===== config.mk =====
export PLATFORM = sky130hd
export DESIGN_NAME = pcc_checker_status
export DESIGN_NICKNAME = d
export VERILOG_FILES = /design/src/hdl/pcc_pkg.sv /design/src/hdl/pcc_sat_counter.sv /design/src/hdl/pcc_frame_gen.sv /design/src/hdl/pcc_checker_status.sv
export VERILOG_INCLUDE_DIRS = /design/src /design/src/hdl
export SDC_FILE = /design/constraint.sdc
export NUM_CORES = 1
export LEC_CHECK = 0
export ABC_CLOCK_PERIOD_IN_PS = 3800
export BUFFER_PORTS_ARGS = -buffer_cell sky130_fd_sc_hd__buf_2
export CAP_MARGIN = 10
export CORE_MARGIN = 2
export CORE_UTILIZATION = 45
export DETAILED_ROUTE_END_ITERATION = 8
export HOLD_SLACK_MARGIN = 0.1
export PLACE_DENSITY = 0.63
export SLEW_MARGIN = 40
export SYNTH_ARGS = -nofsm -noshare
export SYNTH_HDL_FRONTEND = slang
export SYNTH_SLANG_ARGS = --single-unit

===== constraint.sdc =====
create_clock -name clk -period 3.8 [get_ports clk]
set_input_delay 0.38 -clock clk [delete_from_list [all_inputs] [get_ports clk]]
set_output_delay 0.38 -clock clk [all_outputs]
set_load 0.02 [all_outputs]

===== src/hdl/pcc_defines.svh =====
`ifndef PCC_DEFINES_SVH
`define PCC_DEFINES_SVH
// What this block does
// - Gap bytes between generated frames, reset 0x7d
// - 16-bit received byte counter, holds at 0xffff
// - 32-bit received frame counter in two halves
// - Frame counter holds at all ones unless wrapping
// - Flags bit 0 write snapshots counters only
// - Flags bit 1 write snapshots then clears
// - Done flag set when all frames sent
// - Busy flag high while generator runs
// - Sticky frame overflow, cleared only by clear
// - Sticky byte overflow, cleared only by clear
// - Lock bit shows checker synchronisation
// - 8-bit bit error counter, holds at 0xff
// - 32-bit errored frame counter in two halves
// - Wrap mode pulses and restarts at maximum
// - Send trigger clears itself when done sets
`define PCC_OFF_CTRL 12'h619
`define PCC_OFF_GAP 12'h61b
`define PCC_OFF_BYTES 12'h61c
`define PCC_OFF_FRM_LO 12'h61d
`define PCC_OFF_FRM_HI 12'h61e
`define PCC_OFF_FLAGS 12'h620
`define PCC_OFF_ERRF_LO 12'h622
`define PCC_OFF_ERRF_HI 12'h623
`define PCC_OFF_IRQ_STAT 12'h630
`define PCC_OFF_IRQ_EN 12'h631
`define PCC_OFF_IRQ_CLR 12'h632
`define PCC_GAP_RESET 8'h7d
`define PCC_CTRL_SEND_BIT 12
`define PCC_CTRL_MODE_BIT 3
`define PCC_CTRL_CHK_EN_BIT 2
`define PCC_CHK_EN_RESET 1'b1
`define PCC_FLAG_DONE_BIT 12
`define PCC_FLAG_BUSY_BIT 11
`define PCC_FLAG_FOV_BIT 10
`define PCC_FLAG_BOV_BIT 9
`define PCC_FLAG_LOCK_BIT 8
`define PCC_SNAP_BIT 0
`define PCC_SNAP_CLR_BIT 1
`define PCC_IRQ_W 7
`define PCC_IRQ_FRM_OVF 0
`define PCC_IRQ_BYTE_OVF 1
`define PCC_IRQ_ERRF_OVF 2
`define PCC_IRQ_BIT_OVF 3
`define PCC_IRQ_DONE 4
`define PCC_IRQ_LOCK_UP 5
`define PCC_IRQ_LOCK_DOWN 6
`endif


===== src/hdl/pcc_pkg.sv =====
package pcc_pkg;
	typedef struct packed {
		logic byte_valid;
		logic frame_end;
		logic frame_err;
		logic bit_err;
		logic lock;
	} pcc_chk_evt_t;

	typedef struct packed {
		logic [15:0] frame_len;
		logic [15:0] frame_count;
	} pcc_gen_cfg_t;

	typedef enum logic [1:0] {
		PCC_GEN_IDLE = 2'b00,
		PCC_GEN_DATA = 2'b01,
		PCC_GEN_GAP = 2'b10
	} pcc_gen_state_t;
endpackage: pcc_pkg


===== src/hdl/pcc_sat_counter.sv =====
`timescale 1ns/1ps

module pcc_sat_counter #(
	parameter int W = 16
) (
	input logic clk,
	input logic rst,
	input logic inc,
	input logic clr,
	input logic wrap,
	output logic [W-1:0] count_reg,
	output logic ovf
);
	// Clear beats a coincident increment; the overflow still reports
	always_ff @(posedge clk) begin
		if (rst) begin
			count_reg <= '0;
		end else if (clr) begin
			count_reg <= '0;
		end else if (inc && ((count_reg != '1) || wrap)) begin
			count_reg <= count_reg + W'(1);
		end
	end

	assign ovf = inc && (count_reg == '1);
endmodule: pcc_sat_counter


===== src/hdl/pcc_frame_gen.sv =====
`timescale 1ns/1ps

module pcc_frame_gen (
	input logic clk,
	input logic rst,
	input logic start,
	input logic stop,
	input pcc_pkg::pcc_gen_cfg_t cfg,
	input logic [7:0] gap,
	input logic byte_ready,
	output logic byte_valid_reg,
	output logic byte_last_reg,
	output logic busy_reg,
	output logic done_reg
);
	pcc_pkg::pcc_gen_state_t state_reg;
	pcc_pkg::pcc_gen_state_t state_next;
	logic [15:0] byte_cnt_reg;
	logic [15:0] frame_cnt_reg;
	logic [7:0] gap_cnt_reg;
	logic [15:0] len_m1;
	logic [15:0] count_m1;
	logic byte_take;
	logic frame_end;
	logic all_sent;

	// A zero length or count behaves as one
	assign len_m1 = (cfg.frame_len == 16'h0000) ? 16'h0000 :
		cfg.frame_len - 16'h0001;
	assign count_m1 = (cfg.frame_count == 16'h0000) ? 16'h0000 :
		cfg.frame_count - 16'h0001;
	assign byte_take = byte_valid_reg && byte_ready;
	assign frame_end = byte_take && (byte_cnt_reg == len_m1);
	assign all_sent = frame_end && (frame_cnt_reg == count_m1);

	always_comb begin
		state_next = state_reg;
		case (state_reg)
			pcc_pkg::PCC_GEN_IDLE: begin
				if (start) begin
					state_next = pcc_pkg::PCC_GEN_DATA;
				end
			end
			pcc_pkg::PCC_GEN_DATA: begin
				if (stop || all_sent) begin
					state_next = pcc_pkg::PCC_GEN_IDLE;
				end else if (frame_end && (gap != 8'h00)) begin
					state_next = pcc_pkg::PCC_GEN_GAP;
				end
			end
			pcc_pkg::PCC_GEN_GAP: begin
				if (stop) begin
					state_next = pcc_pkg::PCC_GEN_IDLE;
				end else if (gap_cnt_reg >= gap - 8'h01) begin
					state_next = pcc_pkg::PCC_GEN_DATA;
				end
			end
			default: begin
				state_next = pcc_pkg::PCC_GEN_IDLE;
			end
		endcase
	end

	always_ff @(posedge clk) begin
		if (rst) begin
			state_reg <= pcc_pkg::PCC_GEN_IDLE;
			byte_valid_reg <= 1'b0;
			busy_reg <= 1'b0;
		end else begin
			state_reg <= state_next;
			byte_valid_reg <= (state_next == pcc_pkg::PCC_GEN_DATA);
			busy_reg <= (state_next != pcc_pkg::PCC_GEN_IDLE);
		end
	end

	always_ff @(posedge clk) begin
		if (rst || (state_reg == pcc_pkg::PCC_GEN_IDLE)) begin
			byte_cnt_reg <= 16'h0000;
			frame_cnt_reg <= 16'h0000;
		end else if (frame_end) begin
			byte_cnt_reg <= 16'h0000;
			frame_cnt_reg <= frame_cnt_reg + 16'h0001;
		end else if (byte_take) begin
			byte_cnt_reg <= byte_cnt_reg + 16'h0001;
		end
	end

	always_ff @(posedge clk) begin
		if (rst || (state_reg != pcc_pkg::PCC_GEN_GAP)) begin
			gap_cnt_reg <= 8'h00;
		end else begin
			gap_cnt_reg <= gap_cnt_reg + 8'h01;
		end
	end

	// Last marker follows the byte about to be offered
	always_ff @(posedge clk) begin
		if (rst) begin
			byte_last_reg <= 1'b0;
		end else if (state_next != pcc_pkg::PCC_GEN_DATA) begin
			byte_last_reg <= 1'b0;
		end else if (byte_take || (state_reg != pcc_pkg::PCC_GEN_DATA)) begin
			byte_last_reg <= frame_end ? (len_m1 == 16'h0000) :
				((state_reg != pcc_pkg::PCC_GEN_DATA) ?
				(len_m1 == 16'h0000) : (byte_cnt_reg + 16'h0001 == len_m1));
		end
	end

	// Done drops at start and rises only after a complete run
	always_ff @(posedge clk) begin
		if (rst) begin
			done_reg <= 1'b0;
		end else if ((state_reg == pcc_pkg::PCC_GEN_IDLE) && start) begin
			done_reg <= 1'b0;
		end else if ((state_reg == pcc_pkg::PCC_GEN_DATA) && all_sent &&
			!stop) begin
			done_reg <= 1'b1;
		end
	end
endmodule: pcc_frame_gen


===== src/hdl/pcc_checker_status.sv =====
`timescale 1ns/1ps
`include "pcc_defines.svh"

module pcc_checker_status (
	input logic clk,
	input logic rst,
	input logic [11:0] reg_addr,
	input logic [15:0] reg_wdata,
	input logic reg_wr,
	input logic reg_rd,
	output logic [15:0] reg_rdata_reg,
	input pcc_pkg::pcc_chk_evt_t chk_evt,
	input pcc_pkg::pcc_gen_cfg_t gen_cfg,
	input logic tx_byte_ready,
	output logic tx_byte_valid_reg,
	output logic tx_byte_last_reg,
	output logic cnt_wrap_reg,
	output logic irq_reg
);
	logic wr_ctrl;
	logic wr_gap;
	logic wr_flags;
	logic wr_irq_en;
	logic wr_irq_clr;
	logic snap_req;
	logic snap_clr;

	logic send_reg;
	logic mode_reg;
	logic chk_en_reg;
	logic start_reg;
	logic stop_reg;
	logic [7:0] gap_reg;

	logic byte_inc;
	logic frame_inc;
	logic errf_inc;
	logic bit_inc;
	logic [15:0] byte_live;
	logic [31:0] frame_live;
	logic [31:0] errf_live;
	logic [7:0] bit_live;
	logic byte_ovf;
	logic frame_ovf;
	logic errf_ovf;
	logic bit_ovf;

	logic [15:0] byte_snap_reg;
	logic [31:0] frame_snap_reg;
	logic [31:0] errf_snap_reg;
	logic [7:0] bit_snap_reg;
	logic frame_ovf_flag_reg;
	logic byte_ovf_flag_reg;

	logic lock_reg;
	logic lock_d_reg;
	logic gen_busy;
	logic gen_done;
	logic done_d_reg;
	logic done_rise;

	logic [`PCC_IRQ_W-1:0] irq_evt;
	logic [`PCC_IRQ_W-1:0] irq_stat_reg;
	logic [`PCC_IRQ_W-1:0] irq_en_reg;
	logic [`PCC_IRQ_W-1:0] irq_clr_mask;
	logic [15:0] rd_next;

	// Register bus decode
	assign wr_ctrl = reg_wr && (reg_addr == `PCC_OFF_CTRL);
	assign wr_gap = reg_wr && (reg_addr == `PCC_OFF_GAP);
	assign wr_flags = reg_wr && (reg_addr == `PCC_OFF_FLAGS);
	assign wr_irq_en = reg_wr && (reg_addr == `PCC_OFF_IRQ_EN);
	assign wr_irq_clr = reg_wr && (reg_addr == `PCC_OFF_IRQ_CLR);

	// A clear request always carries a snapshot with it
	assign snap_clr = wr_flags && reg_wdata[`PCC_SNAP_CLR_BIT];
	assign snap_req = wr_flags &&
		(reg_wdata[`PCC_SNAP_BIT] || snap_clr);

	// Control bits
	always_ff @(posedge clk) begin
		if (rst) begin
			mode_reg <= 1'b0;
			chk_en_reg <= `PCC_CHK_EN_RESET;
		end else if (wr_ctrl) begin
			mode_reg <= reg_wdata[`PCC_CTRL_MODE_BIT];
			chk_en_reg <= reg_wdata[`PCC_CTRL_CHK_EN_BIT];
		end
	end

	// Software write wins over the self-clear in the same cycle
	always_ff @(posedge clk) begin
		if (rst) begin
			send_reg <= 1'b0;
		end else if (wr_ctrl) begin
			send_reg <= reg_wdata[`PCC_CTRL_SEND_BIT];
		end else if (done_rise) begin
			send_reg <= 1'b0;
		end
	end

	// Rewriting one while running does not restart the generator
	always_ff @(posedge clk) begin
		if (rst) begin
			start_reg <= 1'b0;
			stop_reg <= 1'b0;
		end else begin
			start_reg <= wr_ctrl && reg_wdata[`PCC_CTRL_SEND_BIT] &&
				!send_reg;
			stop_reg <= wr_ctrl && !reg_wdata[`PCC_CTRL_SEND_BIT] &&
				send_reg;
		end
	end

	always_ff @(posedge clk) begin
		if (rst) begin
			gap_reg <= `PCC_GAP_RESET;
		end else if (wr_gap) begin
			gap_reg <= reg_wdata[7:0];
		end
	end

	pcc_frame_gen u_gen (
		.clk(clk),
		.rst(rst),
		.start(start_reg),
		.stop(stop_reg),
		.cfg(gen_cfg),
		.gap(gap_reg),
		.byte_ready(tx_byte_ready),
		.byte_valid_reg(tx_byte_valid_reg),
		.byte_last_reg(tx_byte_last_reg),
		.busy_reg(gen_busy),
		.done_reg(gen_done)
	);

	always_ff @(posedge clk) begin
		if (rst) begin
			done_d_reg <= 1'b0;
		end else begin
			done_d_reg <= gen_done;
		end
	end

	assign done_rise = gen_done && !done_d_reg;

	// Nothing counts while the checker is disabled
	assign byte_inc = chk_en_reg && chk_evt.byte_valid;
	assign frame_inc = chk_en_reg && chk_evt.frame_end;
	assign errf_inc = chk_en_reg && chk_evt.frame_end &&
		chk_evt.frame_err;
	assign bit_inc = chk_en_reg && chk_evt.bit_err;

	pcc_sat_counter #(
		.W(16)
	) u_byte_cnt (
		.clk(clk),
		.rst(rst),
		.inc(byte_inc),
		.clr(snap_clr),
		.wrap(mode_reg),
		.count_reg(byte_live),
		.ovf(byte_ovf)
	);

	pcc_sat_counter #(
		.W(32)
	) u_frame_cnt (
		.clk(clk),
		.rst(rst),
		.inc(frame_inc),
		.clr(snap_clr),
		.wrap(mode_reg),
		.count_reg(frame_live),
		.ovf(frame_ovf)
	);

	pcc_sat_counter #(
		.W(32)
	) u_errf_cnt (
		.clk(clk),
		.rst(rst),
		.inc(errf_inc),
		.clr(snap_clr),
		.wrap(mode_reg),
		.count_reg(errf_live),
		.ovf(errf_ovf)
	);

	pcc_sat_counter #(
		.W(8)
	) u_bit_cnt (
		.clk(clk),
		.rst(rst),
		.inc(bit_inc),
		.clr(snap_clr),
		.wrap(mode_reg),
		.count_reg(bit_live),
		.ovf(bit_ovf)
	);

	// Readers see only snapshots, so a split 32-bit read never tears
	always_ff @(posedge clk) begin
		if (rst) begin
			byte_snap_reg <= 16'h0000;
			frame_snap_reg <= 32'h0000_0000;
			errf_snap_reg <= 32'h0000_0000;
			bit_snap_reg <= 8'h00;
		end else if (snap_req) begin
			byte_snap_reg <= byte_live;
			frame_snap_reg <= frame_live;
			errf_snap_reg <= errf_live;
			bit_snap_reg <= bit_live;
		end
	end

	// Overflow flags: a new overflow wins over a coincident clear
	always_ff @(posedge clk) begin
		if (rst) begin
			frame_ovf_flag_reg <= 1'b0;
		end else if (frame_ovf) begin
			frame_ovf_flag_reg <= 1'b1;
		end else if (snap_clr) begin
			frame_ovf_flag_reg <= 1'b0;
		end
	end

	always_ff @(posedge clk) begin
		if (rst) begin
			byte_ovf_flag_reg <= 1'b0;
		end else if (byte_ovf) begin
			byte_ovf_flag_reg <= 1'b1;
		end else if (snap_clr) begin
			byte_ovf_flag_reg <= 1'b0;
		end
	end

	// Pulse on any restart from zero in wrap mode
	always_ff @(posedge clk) begin
		if (rst) begin
			cnt_wrap_reg <= 1'b0;
		end else begin
			cnt_wrap_reg <= mode_reg &&
				(byte_ovf || frame_ovf || errf_ovf || bit_ovf);
		end
	end

	always_ff @(posedge clk) begin
		if (rst) begin
			lock_reg <= 1'b0;
			lock_d_reg <= 1'b0;
		end else begin
			lock_reg <= chk_evt.lock;
			lock_d_reg <= lock_reg;
		end
	end

	// Interrupt events
	always_comb begin
		irq_evt = '0;
		irq_evt[`PCC_IRQ_FRM_OVF] = frame_ovf;
		irq_evt[`PCC_IRQ_BYTE_OVF] = byte_ovf;
		irq_evt[`PCC_IRQ_ERRF_OVF] = errf_ovf;
		irq_evt[`PCC_IRQ_BIT_OVF] = bit_ovf;
		irq_evt[`PCC_IRQ_DONE] = done_rise;
		irq_evt[`PCC_IRQ_LOCK_UP] = lock_reg && !lock_d_reg;
		irq_evt[`PCC_IRQ_LOCK_DOWN] = !lock_reg && lock_d_reg;
	end

	assign irq_clr_mask = wr_irq_clr ? reg_wdata[`PCC_IRQ_W-1:0] : '0;

	// Set wins over a write-one clear in the same cycle
	always_ff @(posedge clk) begin
		if (rst) begin
			irq_stat_reg <= '0;
		end else begin
			irq_stat_reg <= (irq_stat_reg & ~irq_clr_mask) | irq_evt;
		end
	end

	always_ff @(posedge clk) begin
		if (rst) begin
			irq_en_reg <= '0;
		end else if (wr_irq_en) begin
			irq_en_reg <= reg_wdata[`PCC_IRQ_W-1:0];
		end
	end

	always_ff @(posedge clk) begin
		if (rst) begin
			irq_reg <= 1'b0;
		end else begin
			irq_reg <= |(irq_stat_reg & irq_en_reg);
		end
	end

	// Read mux; unmapped and write-only addresses read zero
	always_comb begin
		rd_next = 16'h0000;
		case (reg_addr)
			`PCC_OFF_CTRL: begin
				rd_next[`PCC_CTRL_SEND_BIT] = send_reg;
				rd_next[`PCC_CTRL_MODE_BIT] = mode_reg;
				rd_next[`PCC_CTRL_CHK_EN_BIT] = chk_en_reg;
			end
			`PCC_OFF_GAP: begin
				rd_next[7:0] = gap_reg;
			end
			`PCC_OFF_BYTES: begin
				rd_next = byte_snap_reg;
			end
			`PCC_OFF_FRM_LO: begin
				rd_next = frame_snap_reg[15:0];
			end
			`PCC_OFF_FRM_HI: begin
				rd_next = frame_snap_reg[31:16];
			end
			`PCC_OFF_FLAGS: begin
				rd_next[`PCC_FLAG_DONE_BIT] = gen_done;
				rd_next[`PCC_FLAG_BUSY_BIT] = gen_busy;
				rd_next[`PCC_FLAG_FOV_BIT] = frame_ovf_flag_reg;
				rd_next[`PCC_FLAG_BOV_BIT] = byte_ovf_flag_reg;
				rd_next[`PCC_FLAG_LOCK_BIT] = lock_reg;
				rd_next[7:0] = bit_snap_reg;
			end
			`PCC_OFF_ERRF_LO: begin
				rd_next = errf_snap_reg[15:0];
			end
			`PCC_OFF_ERRF_HI: begin
				rd_next = errf_snap_reg[31:16];
			end
			`PCC_OFF_IRQ_STAT: begin
				rd_next[`PCC_IRQ_W-1:0] = irq_stat_reg;
			end
			`PCC_OFF_IRQ_EN: begin
				rd_next[`PCC_IRQ_W-1:0] = irq_en_reg;
			end
			default: begin
				rd_next = 16'h0000;
			end
		endcase
	end

	// Data stand only in the cycle after the strobe
	always_ff @(posedge clk) begin
		if (rst) begin
			reg_rdata_reg <= 16'h0000;
		end else if (reg_rd) begin
			reg_rdata_reg <= rd_next;
		end else begin
			reg_rdata_reg <= 16'h0000;
		end
	end
endmodule: pcc_checker_status


==> results of run 1 <==
-- per-layer routing --
metal  GRT usage  part of all wire
met4     0.06577             0.029
met3     0.02606             0.048
met2      0.3975              0.46
met5           0                 0
met1      0.3234              0.46
-- synth_stat cells (17+ instances only) --
| library cell | n | area share |
|---|---|---|
| nand3_1 | 69 | 0.026 |
| nand2_1 | 292 | 0.082 |
| and3_1 | 23 | 0.011 |
| inv_1 | 38 | 0.011 |
| clkbuf_1 | 75 | 0.021 |
| o21ai_0 | 29 | 0.011 |
| a21oi_1 | 149 | 0.056 |
| ha_1 | 19 | 0.018 |
| nor3_1 | 45 | 0.017 |
| dfxtp_1 | 272 | 0.41 |
| a22oi_1 | 32 | 0.018 |
| xor2_1 | 100 | 0.065 |
| a31oi_1 | 24 | 0.011 |
| xnor2_1 | 66 | 0.043 |
| nor2_1 | 180 | 0.050 |
| or3_1 | 17 | 0.0079 |
| nand4_1 | 40 | 0.019 |
-- worst max-delay path, cell delays in order, from the launching register on --
cell and delay (ps):
dfxtp_1 420, and4_1 310, nand4_1 190, or4b_1 550, nor3_1 180, a21oi_1 190, and4_1 410, nand2b_1 340
or2_2 180, xor2_1 140, nor2_1 50
-- per-stage QoR --
step | area, um2 | instances | total power [mW] | utilization | setup WS (ps)
after floorplan | 13380 | 1674 | 3.086 | - | 749.4
after global placement | 14130 | 2083 | 3.186 | 0.4793 | 275.7
after detailed placement | 14140 | 2083 | 3.189 | 0.4796 | 256.6
after CTS | 15070 | 2133 | 5.856 | 0.5111 | 702.7
after global routing | 15070 | 2133 | 6.001 | 0.5111 | 409.4
final | 15070 | 2133 | 5.801 | 0.5111 | 690.7
-- layout make-up --
cell class                      instances  area (um2)
Clock inverter                          1       30.03
Multi-Input combinational cell       1278        7465
Clock buffer                           46       868.3
Timing Repair Buffer                  108       628.1
Inverter                               38       142.6
Tap cell                              390       488.0
Sequential cell                       272        5445
Fill cell                            2911       14410
-- timing repair --
| item | CTS | global route |
|---|---|---|
| buffers inserted | 0 | 0 |
| hold buffers | 3 | 0 |
| setup endpoints to repair | 0 | 0 |
| hold endpoints to repair | 3 | 0 |
-- power breakdown --
group / switching (mW) / internal [mW]
Combinational: 0.168 / 0.0900
Sequential: 0.0117 / 2.86
Clock: 1.12 / 1.55
Total: 1.30 / 4.50
-- logic make-up (layout without fill, tap and decap cells) --
kind of cell    count (synthesis)  in the layout  synth area share
flops                         272            272            0.4070
buf+inv                       124            193           0.03675
compound gates                320            320            0.1503
mux                             8              8          0.006920
simple gates                  765            765            0.2727
xor+xnor                      166            166            0.1087
fa+ha+maj                      19             19           0.01777
-- final timing paths --
kind	startpoint	endpoint	slack, ps
min	reg_wdata[3]	mode_reg	120
max	u_frame_cnt.count_reg[3]	u_frame_cnt.count_reg[23]	690
min reg2reg	byte_snap_reg[11]	byte_snap_reg[11]	450
max reg2reg	u_frame_cnt.count_reg[3]	u_frame_cnt.count_reg[23]	690
==> run_results.csv, run 1 <==
group,metric,value,unit
grt,grt_usage,0.2370,
cts,htree_num_levels,1,
die,rows,63,
power,vdd_drop_max,0.3209,mV
routing,totalWireLength,36710,um
cts,cts_inserted_buffers,28,
cts,cts.sinks,272,
routing,drc,0,
critical_path,crit_type,"reg2reg",
power,power_density,385.0,nW/um2
die,die_w,176.4,um
cells_and_area,areaGrowthSynthToFinish,12.61,%
synth,synth.distinct_cells,75,
die,dieArea,31130,um2
routing,vias,12078,
critical_path,worst-path-max-fanout,9,
sta,holdWs,120.1,ps
placement,hpwl,26470,um
grt,gr-total-overflow,0,
synth,synth-edff-count,0,
synth,synth_nets,1763,
critical_path,startpoint_type,"register",
cells_and_area,fin_nets,1815,
die,initial_core_util,0.4539,
cts,cts_tree,"done",
synth,syn_inst,1674,
cells_and_area,layout_commonest_cell,"nand2_1",
routing,dr.pass1.iters,6,
placement,port_buffers,82,
critical_path,ff2ff_path_depth,10,
placement,finalWeightedCongestion,0.8686,
routing,ant_nets,0,
grt,grt_pass1_vias,11449,
synth,synth-seq-area-share,0.4070,
synth,netlist_area,13380,um2
sta,period_share,0.8182,
routing,via_per_inst,5.662,
die,ios,90,
sta,finalSetupViolations,0,
synth,syn_area_per_cell,7.993,um2
sta,hold_viol,0,
critical_path,required,4230,ps
cts,root_buffer,"clkbuf_16",
grt,grt_max_degree,74,
worst_hold_path,holdPathStages,3,
routing,wl_per_cell,17.21,um
status,status,"finished, final reports clean",
sta,min_period,3109,ps
sta,tns,0,ps
synth,synthArstFlopShare,0,
sta,rsz0062_at_grt,"no",
synth,yosysWarnings,0,
sta,maxSlewViolCount,0,
flow_run,cap_violations,0,
cells_and_area,drive_gt1_frac,0.09466,
critical_path,worst_setup_path_end_kind,"register",
sta,worst_pin_slew,907.1,ps
worst_hold_path,hold_path_class,"in2reg",
power,leakage,5.199,nW
cts,cts_repair_resize_count,0,
sta,fmax,321.6,MHz
cells_and_area,num_antenna_cells,0,
cells_and_area,layout_common_cells,"291 x nand2_1, 272 x dfxtp_1, 180 x nor2_1",
cts,insertion_delay,570,ps
die,core,29480,um2
synth,synth_seq_cells,272,
cts,clk_pin_slew,60,ps
sta,fin_worst_skew,37.54,ps
grt,grt_pass1_wl,59880,um
die,fp.dieH,176.4,um
synth,ys.flop_type,"dfxtp_1",
sta,slew_headroom,0.3906,
grt,antenna_found_initial,0,
critical_path,crit_arrival,3540,ps
routing,dr.first_iter.drc_count,1080,
cts,cts_buffer_depth,3,
(Power assumes the default switching activity.)
==> run 2, diff against run 1 <==
--- a/config.mk
+++ b/config.mk
@@ -6,7 +6,7 @@
 export SDC_FILE = /design/constraint.sdc
 export NUM_CORES = 1
 export LEC_CHECK = 0
-export ABC_CLOCK_PERIOD_IN_PS = 3800
+export ABC_CLOCK_PERIOD_IN_PS = 3000
 export BUFFER_PORTS_ARGS = -buffer_cell sky130_fd_sc_hd__buf_2
 export CAP_MARGIN = 10
 export CORE_MARGIN = 2
==> constraint.sdc (replaced) <==
create_clock -name clk -period 3 [get_ports clk]
set_input_delay 0.3 -clock clk [delete_from_list [all_inputs] [get_ports clk]]
set_output_delay 0.3 -clock clk [all_outputs]
set_load 0.02 [all_outputs]
==> run 2 against run 1 <==
Net effect: wire length up 2.5%; total power up 39%; via count up 1.1%; critical endpoint is now u_frame_cnt.count_reg[17]; largest cell class unchanged; largest power group is now the clock network; highest routed layer unchanged.
==> run_results.csv, run 2 (synthesis results as in run 1) <==
group,metric,value,unit
sta,worst_slack,130.2,ps
grt,antenna_found_initial,0,
status,status,"finished, final reports clean",
die,rows,63,
cts,post_cts_buffers,0,
critical_path,critical-path-max-stage-delay,570,ps
critical_path,reg2reg_setup_slack,130,ps
sta,min_period,2870,ps
routing,dr.first_iter.drc_count,1134,
placement,port_buffers,82,
grt,gr-total-overflow,0,
critical_path,crit_type,"reg2reg",
critical_path,cp_cell_sequence,"and4_2 > nand4_1 > or4b_1 > nor3_1 > a21oi_2 > and4_1 > buf_4 > and3_1 > nand3_1 > xor2_1 > nor2_1",
cells_and_area,nFillCells,2843,
sta,worst_pin_slew,837.5,ps
power,vdd_drop_max,0.4363,mV
die,dieArea,31130,um2
routing,wl_per_cell,16.96,um
grt,grt_pass1_vias,11528,
worst_hold_path,hold_path_class,"in2reg",
critical_path,worst-path-buf-inv,1,
cts,clk_pin_slew,60,ps
placement,hpwl,27710,um
cells_and_area,layout_common_cells,"291 x nand2_1, 272 x dfxtp_1, 180 x nor2_1",
cts,insertion_delay,580,ps
routing,via_per_inst,5.503,
die,ios,90,
power,leakage,5.712,nW
die,core,29480,um2
sta,fmax,348.5,MHz
worst_hold_path,holdPathStages,2,
routing,ant_nets,0,
sta,fin_worst_skew,50.67,ps
critical_path,crit_family,"simple AND/OR/NAND/NOR gates",
routing,drt-met1-wl,16860,um
sta,period_share,0.9566,
sta,slew_headroom,0.4365,
critical_path,slowest_stage,"or4b_1",
grt,grt_usage,0.2409,
routing,totalWireLength,37640,um
cells_and_area,layout_commonest_cell,"nand2_1",
routing,drc,0,
worst_hold_path,hp-start,"rst",
routing,routed-wl-met2,18200,um
cts,cts.sinks,272,
critical_path,required,3460,ps
die,fp.dieH,176.4,um
critical_path,rr_startpoint,"u_frame_cnt.count_reg[5]",
flow_run,cap_violations,0,
critical_path,cp-startpoint,"u_frame_cnt.count_reg[5]",
sta,rsz0062_at_grt,"no",
critical_path,worst-path-max-fanout,8,
sta,maxSlewViolCount,0,
cells_and_area,areaGrowthSynthToFinish,19.55,%
grt,grt_pass1_wl,60730,um
die,initial_core_util,0.4539,
sta,hold_viol,0,
routing,route.met3.wl,1745,um
cells_and_area,num_antenna_cells,0,
critical_path,startpoint_type,"register",
cts,root_buffer,"clkbuf_16",
routing,vias,12216,
critical_path,worst_setup_path_end_kind,"register",
cts,cts_tree,"done",
placement,post-place-ws,-290.7,ps
routing,dr.pass1.iters,7,
cts,cts_buffer_depth,3,
cts,cts_inserted_buffers,30,
sta,finalSetupViolations,0,
critical_path,r2r-end,"u_frame_cnt.count_reg[17]",
grt,grt_max_degree,91,
die,die_w,176.4,um
routing,dr.max_layer_used,"met4",
cells_and_area,fin_util,0.5426,
placement,finalWeightedCongestion,0.9187,
power,power,8.039,mW
cts,htree_num_levels,1,
power,power_density,502.5,nW/um2
sta,tns,0,ps
cells_and_area,drive_gt1_frac,0.1388,
critical_path,ff2ff_path_depth,11,
sta,holdWs,146.9,ps
worst_hold_path,min_to,"errf_snap_reg[11]",
critical_path,crit_arrival,3330,ps
cells_and_area,fin_nets,1896,
==> run 2: cell types whose count changed in the layout (fill, tap and decap cells not counted), moves of 4 or more <==
cell and change:
buf_4 +62, clkinvlp_4 +4, bufinv_16 +6, clkinv_2 +5, buf_12 +6, clkbuf_8 -5, dlygate4sd3_1 +9, clkbuf_1 -6
==> run 2: final cells by class <==
class | count | area (um2) | share of cell area
tap | 390 | 488.0 | 0.03050
clock inverter | 18 | 285.3 | 0.01783
clock buffer | 37 | 827.0 | 0.05170
sequential | 272 | 5445 | 0.3404
multi-input combinational | 1278 | 7482 | 0.4677
inverter | 38 | 142.6 | 0.008917
timing repair buffer | 187 | 1326 | 0.08291
==> run 2: repair_timing <==
item / in CTS / in global routing
hold endpoints to repair: 21 / 0
endpoints found under the setup margin: 0 / 4
resized for setup: 0 / 4
hold buffers: 12 / 0
==> run 2: worst max-delay path by stage <==
stage | end | slack, ps | cells past startpoint
final | u_frame_cnt.count_reg[17] | 130 | 11
after global routing | u_frame_cnt.count_reg[17] | 30 | 11
after CTS | u_frame_cnt.count_reg[17] | 130 | 11
after detailed placement | u_gen.frame_cnt_reg[12] | -290 | 13
after global placement | u_gen.frame_cnt_reg[12] | -150 | 13
after floorplan | u_gen.frame_cnt_reg[9] | 30 | 13
==> run 2: where the power goes <==
part | leakage, nW | switching [mW] | total [mW] | internal [mW]
Clock | 0.535 | 1.54 | 4.02 | 2.49
Combinational | 2.99 | 0.221 | 0.375 | 0.154
Sequential | 2.19 | 0.0149 | 3.64 | 3.62
==> run 2: stage by stage <==
| stage | instances | instance area, um2 |
|---|---|---|
| 2_1_floorplan | 1674 | 13380 |
| 3_3_place_gp | 2153 | 14730 |
| 3_5_place_dp | 2153 | 14750 |
| 4_1_cts | 2220 | 15980 |
| 5_1_grt | 2220 | 16000 |
| 6_report | 2220 | 16000 |
==> run 2: metal layers <==
metal | vias to the layer above | track usage
met5 | - | 0.003205
met4 | 0 | 0.05820
met3 | 52 | 0.02842
met2 | 295 | 0.4154
met1 | 5742 | 0.3216
li1 | 6127 | -
